### src/lss_regs.svh
/*
 register offsets, field positions, reset values and timing counts of the load shed sequencer.
 assumes a 10 MHz system clock and an APB slave with 8-bit byte addresses.
*/
`ifndef LSS_REGS_SVH
`define LSS_REGS_SVH
`define LSS_CLK_HZ 10000000
`define LSS_TICK_MS 100
`define LSS_TICK_CYC (`LSS_CLK_HZ / 1000 * `LSS_TICK_MS)
`define LSS_LOW58_MS 3000
`define LSS_LOW50_MS 500
`define LSS_SHED_MIN 5
`define LSS_STEP_BASIC_S 30
`define LSS_STEP_NEW_S 15
`define LSS_HOLD_MIN 30
`define LSS_LOW58_TK (`LSS_LOW58_MS / `LSS_TICK_MS)
`define LSS_LOW50_TK (`LSS_LOW50_MS / `LSS_TICK_MS)
`define LSS_SHED_TK (`LSS_SHED_MIN * 60000 / `LSS_TICK_MS)
`define LSS_STEP_BASIC_TK (`LSS_STEP_BASIC_S * 1000 / `LSS_TICK_MS)
`define LSS_STEP_NEW_TK (`LSS_STEP_NEW_S * 1000 / `LSS_TICK_MS)
`define LSS_HOLD_TK (`LSS_HOLD_MIN * 60000 / `LSS_TICK_MS)
`define LSS_MAX_TRIES 3
`define LSS_BOOT_CYC 3'h5
`define LSS_REG_CTRL 8'h00
`define LSS_REG_STATUS 8'h04
`define LSS_REG_TRIES 8'h08
`define LSS_CTRL_TEST_BIT 0
`define LSS_CTRL_RST 1'b0
`define LSS_PIN_RST 5'h10
`define LSS_PIN_XFER 4
`define LSS_PIN_VAR 3
`define LSS_PIN_TEST 2
`define LSS_PIN_LO50 1
`define LSS_PIN_LO58 0
`endif

### src/lss_pkg.sv
/*
 types of the load shed sequencer: sequencing states and the status word.
 assumes nothing of its surroundings.
*/
package lss_pkg;
	typedef enum logic [2:0] {
		ST_ALLON = 3'b001,
		ST_SHED = 3'b010,
		ST_STEP = 3'b100
	} lss_state_t;

	typedef struct packed {
		logic [13:0] rsvd;
		logic freq_ovl;
		logic on_gen;
		logic newer;
		lss_state_t state;
		logic [3:0] tmp_blk;
		logic [3:0] perm_blk;
		logic [3:0] load_en;
	} lss_status_t;
endpackage

### src/lss_sequencer.sv
/*
 load shed sequencer: four priority load enables, under-frequency detection, staged recovery, APB registers.
 assumes pins are asynchronous to clock, the strap is static, and the APB master holds its request until pready.
*/
// Decided for this implementation: the APB slave port and the register addresses.
`timescale 1ns/1ps
`default_nettype none
`include "lss_regs.svh"

module lss_sequencer
	import lss_pkg::*;
#(
	parameter int unsigned TICK_CYCLES = `LSS_TICK_CYC,
	parameter int unsigned TW = 16,
	parameter logic [TW-1:0] T_LOW58 = TW'(`LSS_LOW58_TK),
	parameter logic [TW-1:0] T_LOW50 = TW'(`LSS_LOW50_TK),
	parameter logic [TW-1:0] T_SHED = TW'(`LSS_SHED_TK),
	parameter logic [TW-1:0] T_STEP_BASIC = TW'(`LSS_STEP_BASIC_TK),
	parameter logic [TW-1:0] T_STEP_NEW = TW'(`LSS_STEP_NEW_TK),
	parameter logic [TW-1:0] T_HOLD = TW'(`LSS_HOLD_TK)
) (
	// clock and reset
	input wire logic clock,
	input wire logic rst_b,
	// apb slave
	input wire logic psel,
	input wire logic penable,
	input wire logic pwrite,
	input wire logic [7:0] paddr,
	input wire logic [31:0] pwdata,
	output logic [31:0] prdata,
	output logic pready,
	output logic pslverr,
	// pins from the switch, the frequency detector, the test button and the strap
	input wire logic transfer_n,
	input wire logic freq_below_58,
	input wire logic freq_below_50,
	input wire logic test_btn,
	input wire logic variant_sel,
	// load enables and lamps
	output logic [3:0] load_en,
	output logic [3:0] led
);

////////////////////////////////////////////////////////////////////////////////
// pin synchronisers, a change counts once stages two and three agree

logic [4:0] s1_reg, s2_reg, s3_reg, filt_reg;
wire [4:0] pin_raw = {transfer_n, variant_sel, test_btn, freq_below_50, freq_below_58};
wire [4:0] filt_next = (s2_reg & s3_reg) | (filt_reg & (s2_reg | s3_reg));

always_ff @(posedge clock or negedge rst_b) begin
	if (!rst_b) begin
		s1_reg <= `LSS_PIN_RST;
		s2_reg <= `LSS_PIN_RST;
		s3_reg <= `LSS_PIN_RST;
		filt_reg <= `LSS_PIN_RST;
	end else begin
		s1_reg <= pin_raw;
		s2_reg <= s1_reg;
		s3_reg <= s2_reg;
		filt_reg <= filt_next;
	end
end

wire on_gen = !filt_reg[`LSS_PIN_XFER];
wire f58 = filt_reg[`LSS_PIN_LO58];
wire f50 = filt_reg[`LSS_PIN_LO50];

////////////////////////////////////////////////////////////////////////////////
// strap capture after the synchroniser has settled

logic [2:0] boot_cnt_reg;
logic newer_reg;
wire boot_done = boot_cnt_reg == `LSS_BOOT_CYC;
wire boot_grab = boot_cnt_reg == (`LSS_BOOT_CYC - 3'h1);

always_ff @(posedge clock or negedge rst_b) begin
	if (!rst_b) begin
		boot_cnt_reg <= 3'h0;
		newer_reg <= 1'b0;
	end else begin
		boot_cnt_reg <= boot_done ? boot_cnt_reg : boot_cnt_reg + 3'h1;
		if (boot_grab) newer_reg <= filt_reg[`LSS_PIN_VAR];
	end
end

////////////////////////////////////////////////////////////////////////////////
// time base and under-frequency timers

logic [23:0] tick_cnt_reg;
logic [TW-1:0] c58_reg, c50_reg;
wire tick = tick_cnt_reg == 24'(TICK_CYCLES - 1);
wire hit58 = c58_reg == T_LOW58;
wire hit50 = c50_reg == T_LOW50;
wire freq_ovl = on_gen && (hit58 || hit50);
wire [TW-1:0] c58_next = !f58 ? '0 : (tick && !hit58) ? c58_reg + TW'(1) : c58_reg;
wire [TW-1:0] c50_next = !f50 ? '0 : (tick && !hit50) ? c50_reg + TW'(1) : c50_reg;

always_ff @(posedge clock or negedge rst_b) begin
	if (!rst_b) begin
		tick_cnt_reg <= 24'h0;
		c58_reg <= '0;
		c50_reg <= '0;
	end else begin
		tick_cnt_reg <= tick ? 24'h0 : tick_cnt_reg + 24'h1;
		c58_reg <= c58_next;
		c50_reg <= c50_next;
	end
end

////////////////////////////////////////////////////////////////////////////////
// overload and utility-return events

logic ctrl_test_reg, ovl_q_reg, on_gen_q_reg;
wire ovl_lvl = freq_ovl || filt_reg[`LSS_PIN_TEST] || ctrl_test_reg;
wire ovl_evt = ovl_lvl && !ovl_q_reg && boot_done;
wire util_evt = on_gen_q_reg && !on_gen;

always_ff @(posedge clock or negedge rst_b) begin
	if (!rst_b) begin
		ovl_q_reg <= 1'b0;
		on_gen_q_reg <= 1'b0;
	end else begin
		ovl_q_reg <= ovl_lvl;
		on_gen_q_reg <= on_gen;
	end
end

////////////////////////////////////////////////////////////////////////////////
// sequencer

lss_state_t st_reg, st_next;
logic [3:0] en_reg, en_next, perm_reg, perm_next, tmp_reg, tmp_next;
logic [3:0][1:0] tries_reg, tries_next;
logic [TW-1:0] seq_cnt_reg, seq_next, hold_cnt_reg, hold_next;
logic hold_run_reg, hold_run_next, last_vld_reg, last_vld_next;
logic [1:0] last_reg, last_next;

wire [3:0] blk = perm_reg | tmp_reg;
wire [3:0] free = ~en_reg & ~blk;
wire cand_vld = |free;
wire [1:0] cand_idx = free[0] ? 2'd0 : free[1] ? 2'd1 : free[2] ? 2'd2 : 2'd3;
wire [3:0] cand_oh = 4'h1 << cand_idx;
wire [TW-1:0] step_lim = newer_reg ? T_STEP_NEW : T_STEP_BASIC;
wire [TW-1:0] seq_lim = (st_reg == ST_SHED) ? T_SHED : step_lim;
wire seq_done = seq_cnt_reg == seq_lim;
wire win_open = (st_reg == ST_STEP) && last_vld_reg && !seq_done;
wire [3:0] last_oh = 4'h1 << last_reg;
wire [3:0] last_hi = ~(last_oh - 4'h1);
wire [3:0] fault_mask = newer_reg ? last_oh : last_hi;
wire fault = ovl_evt && win_open;
wire last_try = tries_reg[last_reg] == 2'(`LSS_MAX_TRIES - 1);
wire hold_done = hold_run_reg && (hold_cnt_reg == T_HOLD);

always_comb begin
	st_next = st_reg;
	en_next = en_reg;
	perm_next = perm_reg;
	tmp_next = tmp_reg;
	tries_next = tries_reg;
	last_next = last_reg;
	last_vld_next = last_vld_reg;
	seq_next = (tick && !seq_done) ? seq_cnt_reg + TW'(1) : seq_cnt_reg;
	hold_run_next = hold_run_reg;
	hold_next = (tick && hold_run_reg) ? hold_cnt_reg + TW'(1) : hold_cnt_reg;
	if (hold_done) begin
		tmp_next = 4'h0;
		hold_run_next = 1'b0;
	end
	unique case (st_reg)
		ST_ALLON: begin
			en_next = 4'hF;
			if (ovl_evt) begin
				st_next = ST_SHED;
				en_next = 4'h0;
				seq_next = '0;
			end
		end
		ST_SHED: begin
			if (ovl_evt) begin
				seq_next = '0;
			end else if (seq_done) begin
				st_next = ST_STEP;
				seq_next = '0;
				if (cand_vld) begin
					en_next = en_reg | cand_oh;
					last_next = cand_idx;
					last_vld_next = 1'b1;
				end
			end
		end
		ST_STEP: begin
			if (fault) begin
				tries_next[last_reg] = tries_reg[last_reg] + 2'h1;
				if (last_try) perm_next = perm_reg | fault_mask;
				else tmp_next = tmp_next | fault_mask;
				hold_next = '0;
				hold_run_next = 1'b1;
				seq_next = '0;
				last_vld_next = 1'b0;
				if (newer_reg) begin
					en_next = en_reg & ~last_oh;
				end else begin
					st_next = ST_SHED;
					en_next = 4'h0;
				end
			end else if (ovl_evt) begin
				st_next = ST_SHED;
				en_next = 4'h0;
				seq_next = '0;
				last_vld_next = 1'b0;
			end else if (seq_done && cand_vld) begin
				en_next = en_reg | cand_oh;
				last_next = cand_idx;
				last_vld_next = 1'b1;
				seq_next = '0;
			end
		end
	endcase
	if (util_evt) begin
		st_next = ST_ALLON;
		en_next = 4'hF;
		perm_next = 4'h0;
		tmp_next = 4'h0;
		tries_next = '0;
		hold_run_next = 1'b0;
		last_vld_next = 1'b0;
	end
end

always_ff @(posedge clock or negedge rst_b) begin
	if (!rst_b) begin
		st_reg <= ST_ALLON;
		en_reg <= 4'hF;
		perm_reg <= 4'h0;
		tmp_reg <= 4'h0;
		tries_reg <= '0;
		seq_cnt_reg <= '0;
		hold_cnt_reg <= '0;
		hold_run_reg <= 1'b0;
		last_reg <= 2'd0;
		last_vld_reg <= 1'b0;
	end else begin
		st_reg <= st_next;
		en_reg <= en_next;
		perm_reg <= perm_next;
		tmp_reg <= tmp_next;
		tries_reg <= tries_next;
		seq_cnt_reg <= seq_next;
		hold_cnt_reg <= hold_next;
		hold_run_reg <= hold_run_next;
		last_reg <= last_next;
		last_vld_reg <= last_vld_next;
	end
end

assign load_en = en_reg;
assign led = en_reg;

////////////////////////////////////////////////////////////////////////////////
// apb slave, read data captured in the setup cycle

lss_status_t status;
logic [31:0] prdata_reg;
logic pslverr_reg;
wire setup = psel && !penable;
wire acc_wr = psel && penable && pwrite;
wire sel_ctrl = paddr == `LSS_REG_CTRL;
wire sel_stat = paddr == `LSS_REG_STATUS;
wire sel_tries = paddr == `LSS_REG_TRIES;
wire mapped = sel_ctrl || sel_stat || sel_tries;
assign status = {14'h0, freq_ovl, on_gen, newer_reg, st_reg, tmp_reg, perm_reg, en_reg};
wire [31:0] rd_mux = sel_ctrl ? {31'h0, ctrl_test_reg} : sel_stat ? status : sel_tries ? {24'h0, tries_reg} : 32'h0;

always_ff @(posedge clock or negedge rst_b) begin
	if (!rst_b) begin
		prdata_reg <= 32'h0;
		pslverr_reg <= 1'b0;
		ctrl_test_reg <= `LSS_CTRL_RST;
	end else begin
		if (setup) prdata_reg <= rd_mux;
		if (setup) pslverr_reg <= !mapped;
		if (acc_wr && sel_ctrl) ctrl_test_reg <= pwdata[`LSS_CTRL_TEST_BIT];
	end
end

assign prdata = prdata_reg;
assign pready = psel && penable;
assign pslverr = pslverr_reg && pready;
endmodule // lss_sequencer
`default_nettype wire

### config.mk
export PLATFORM = sky130hd
export DESIGN_NAME = lss_sequencer
export DESIGN_NICKNAME = d
export VERILOG_FILES = /design/src/lss_pkg.sv /design/src/lss_sequencer.sv
export VERILOG_INCLUDE_DIRS = /design/src /design/src/src
export SDC_FILE = /design/constraint.sdc
export NUM_CORES = 1
export LEC_CHECK = 0
export ABC_AREA = 1
export BUFFER_PORTS_ARGS = -buffer_cell sky130_fd_sc_hd__buf_2
export CORE_UTILIZATION = 62
export CTS_BUF_LIST = sky130_fd_sc_hd__clkbuf_4 sky130_fd_sc_hd__clkbuf_8
export DETAILED_ROUTE_END_ITERATION = 10
export PLACE_DENSITY = 0.83
export SLEW_MARGIN = 20
export SYNTH_ARGS = -nofsm -noshare
export SYNTH_HDL_FRONTEND = slang
export SYNTH_SLANG_ARGS = --single-unit
### constraint.sdc
create_clock -name clock -period 2.05 [get_ports clock]
set_input_delay 0.205 -clock clock [delete_from_list [all_inputs] [get_ports clock]]
set_output_delay 0.205 -clock clock [all_outputs]
set_load 0.02 [all_outputs]
==> results by group <==
Timing
  • Final Setup Violations: 24
  • Final Slew Violations: 0
  • Final period utilization: 113%
  • Max Clock Skew: between 0.015 and 0.02 ns
  • PnR worst setup slack: -0.270 ns
  • Hold Slack: 0.0560 ns
  • RSZ-0062 raised after global routing: yes
  • F_max: 0.431 GHz
  • Worst slew pin tran: 0.526 ns
  • Crit path time final: 2.32 ns
  • Relative slew slack: about 65%
  • Hold Violations, Final: 0

CTS
  • CTS sink cnt: ~160
  • Max Root-Sink Buffers: 2
  • CTS tree: yes
  • H-tree levels: 4
  • Clock Latency Late Sink: between 0.4 and 0.5 ns
  • Total CTS buffers: 17
  • Root Driver: clkbuf_8
  • Clock slew at the register clock pins of the worst setup and hold paths: 0.09 ns

Yosys
  • Main synth FF type: dfrtp_1
  • Synth top area cells: dfrtp_1 (42%), nand2_1 (9.0%), nor2_1 (6.3%)
  • Netlist cell types: between 50 and 60
  • Count leader, synth: nand2_1
  • Ys async rst share: 100%
  • Syn avg cell area: between 7 and 8 um^2
  • Sequential area share after synthesis: 44.3%
  • Cell Area, Synth: 0.00913 mm^2
  • Seq cells post-synth: 161
  • Syn Inst Count: 1169
  • Post-synth EDFFs: 0
  • Yosys top cell area share: 41.7%
  • Ys Warns: 0
  • Synth cell count leaders: nand2_1 (218), nor2_1 (153), dfrtp_1 (152), inv_1 (144), nand3_1 (98)
  • Area leader, netlist: dfrtp_1

Placed design
  • PortBufs: 46
  • Dpl cell area: 0.0100 mm^2
  • GPL Wtd Cong: 0.965
  • Dpl hpwl: 15400 um

Floorplanning
  • Initial Util: 64.8%
  • Placement Rows: 43
  • Boundary Pins: 92
  • Chip width: 123 um
  • Die H: 123 um
  • Area of the die: around 0.015 mm^2
  • Core ar.: ~0.014 mm^2

GRT
  • GRT Residual Overflow: 0
  • Antenna violations before repair: 0
  • Number of global-route vias before repair: 7613
  • Total global-route track usage: 29.7%
  • First-pass GRT wire length: 35300 um
  • Largest net degree at the start of global routing: 51

Worst setup path
  • Worst setup EP type: flip-flop
  • Crit path launch type: flip-flop
  • Reg2Reg Depth: 17
  • Critical Path AT: 2.67 ns
  • Critical Path Fanout Max: 6
  • Reg2reg start: c50_reg[1]$_DFFE_PN0P_
  • R2r setup slk: -0.27 ns
  • Worst r2r dst: tries_reg[4]$_DFFE_PN0P_
  • CP Data Required Time: around 2.4 ns
  • WS Path Type: reg2reg

Cells and area
  • Max reg flops: 24
  • Area Overhead vs Synth: 22.9%
  • Final instance area: 0.0112 mm^2
  • Nets: approximately 1400
  • Final Core Density: 79.6%
  • Diodes inserted: 0
  • Multi-input gate area: between 0.004 and 0.005 mm^2
  • Layout cell share with drive strength beyond 1: between 20% and 30%
  • Register area: 0.00404 mm^2
  • Number of fill cells in the layout: 871

Min path
  • Hold endpoint: ctrl_test_reg$_DFFE_PN0P_
  • Hold Path Cell Cnt: 3
  • HP Start: pwrite
  • Worst min path class: in2reg

Detailed routing
  • Initial DRC count: approximately 1100
  • DR DRC count: 0
  • DRT Wirelength: 24900 um
  • Post-DR wirelength/cell: approximately 17 um
  • Vias per cell: 5.85
  • Post-DRT Antenna Nets: 0
  • TritonRoute pass-1 iters: 8
  • DR vias: 8813

Run status
  • Status: finished, violations left
  • Failing checks: setup timing

Power and ir drop
  • VDD IR-drop max: 0.000429 V
  • Power per cell area: approximately 530 mW/mm^2
  • P_leak: 5.28 nW

Job
  • Maximum Capacitance Violations: 0
how the worst max path moves through the flow:
stage | cells after the start | slack, ns | end | from
global route | 15 | -0.37 | tries_reg[4]$_DFFE_PN0P_ | c58_reg[0]$_DFFE_PN0P_
finish | 17 | -0.27 | tries_reg[4]$_DFFE_PN0P_ | c50_reg[1]$_DFFE_PN0P_
CTS | 12 | -0.02 | c58_reg[4]$_DFFE_PN0P_ | tick_cnt_reg[1]$_DFF_PN0_
detailed placement | 11 | -0.04 | hold_cnt_reg[11]$_DFF_PN0_ | tick_cnt_reg[1]$_DFF_PN0_
floorplan | 12 | 0.16 | tick_cnt_reg[22]$_DFF_PN0_ | tick_cnt_reg[0]$_DFF_PN0_
global placement | 13 | 0.07 | c58_reg[10]$_DFFE_PN0P_ | tick_cnt_reg[1]$_DFF_PN0_
logic make-up after synthesis:
| group | after synthesis | synth area share, % |
|---|---|---|
| AND/OR/NAND/NOR | 583 | 28.9 |
| flip-flops | 161 | 44.3 |
| buffers and inverters | 200 | 9.42 |
| XOR/XNOR | 59 | 5.66 |
| other | 1 | 0.0411 |
| AO/OA/AOI/OAI | 148 | 9.54 |
| adder cells (fa/ha/maj) | 17 | 2.19 |
per-layer routing:
layer | wire length, um | global-route usage [%] | vias to the layer above
met5 | 0 | 0 | -
met4 | 1040 | 10.0 | 0
met3 | 1950 | 6.04 | 132
met2 | 12200 | 49.4 | 450
met1 | 9670 | 38.7 | 4155
li1 | - | - | 4076
where the power goes:
part	internal, W	switching [W]	total [W]
sequential	0.00322	0.0000235	0.00324
clock	0.00112	0.00120	0.00233
combinational	0.000134	0.000295	0.000429
total	0.00448	0.00152	0.00600
repair_timing:
action | 4_1_cts | 5_1_grt
setup endpoints to repair | 8 | 90
resized for setup | 1 | 129
cloned | 0 | 4
pin swaps | 0 | 38
hold buffers | 7 | 0
hold endpoints to repair | 52 | 0
buffers inserted | 0 | 25
worst max-delay path, cell delays in order (launching register included):
cell and delay, ns:
dfrtp_1 0.40, inv_2 0.09, ha_4 0.12, nand2_2 0.05, inv_2 0.04, nand2_1 0.04, nor2_1 0.12, nand2_1 0.09
nand2_1 0.10, nand2_2 0.09, nand2_4 0.12, nand2_8 0.10, nor2_8 0.18, nand2_8 0.12, buf_8 0.16, nor2_4 0.11
nand3_1 0.09, o21ai_1 0.20
cell type report:
cell class	instances	area share [%]
Clock inverter	11	1.05
Clock buffer	21	2.35
Timing Repair inverter	2	0.212
Timing Repair Buffer	158	11.2
Sequential cell	161	36.0
Tap cell	180	2.01
Multi-Input combinational cell	821	41.8
Inverter	153	5.32
per-stage QoR:
step / setup TNS (ns) / setup WS [ns] / cells / total power, W
after floorplan: 0 / 0.157 / 1182 / 0.00351
after global placement: 0 / 0.0656 / 1440 / 0.00367
after detailed placement: -0.132 / -0.0443 / 1440 / 0.00367
after CTS: -0.0356 / -0.0188 / 1479 / 0.00594
after global routing: -6.36 / -0.368 / 1507 / 0.00619
final: -1.78 / -0.270 / 1507 / 0.00600
cells in the final DEF, fill, tap and decap left out, types with 29 or more instances in the layout:
master	instances
a21oi_1	29
buf_2	45
buf_4	89
dfrtp_1	150
inv_1	139
nand2_1	198
nand3_1	84
nand4_1	34
nor2_1	136
nor3_1	32
o21ai_0	55
xor2_1	51
(Power assumes the default switching activity.)
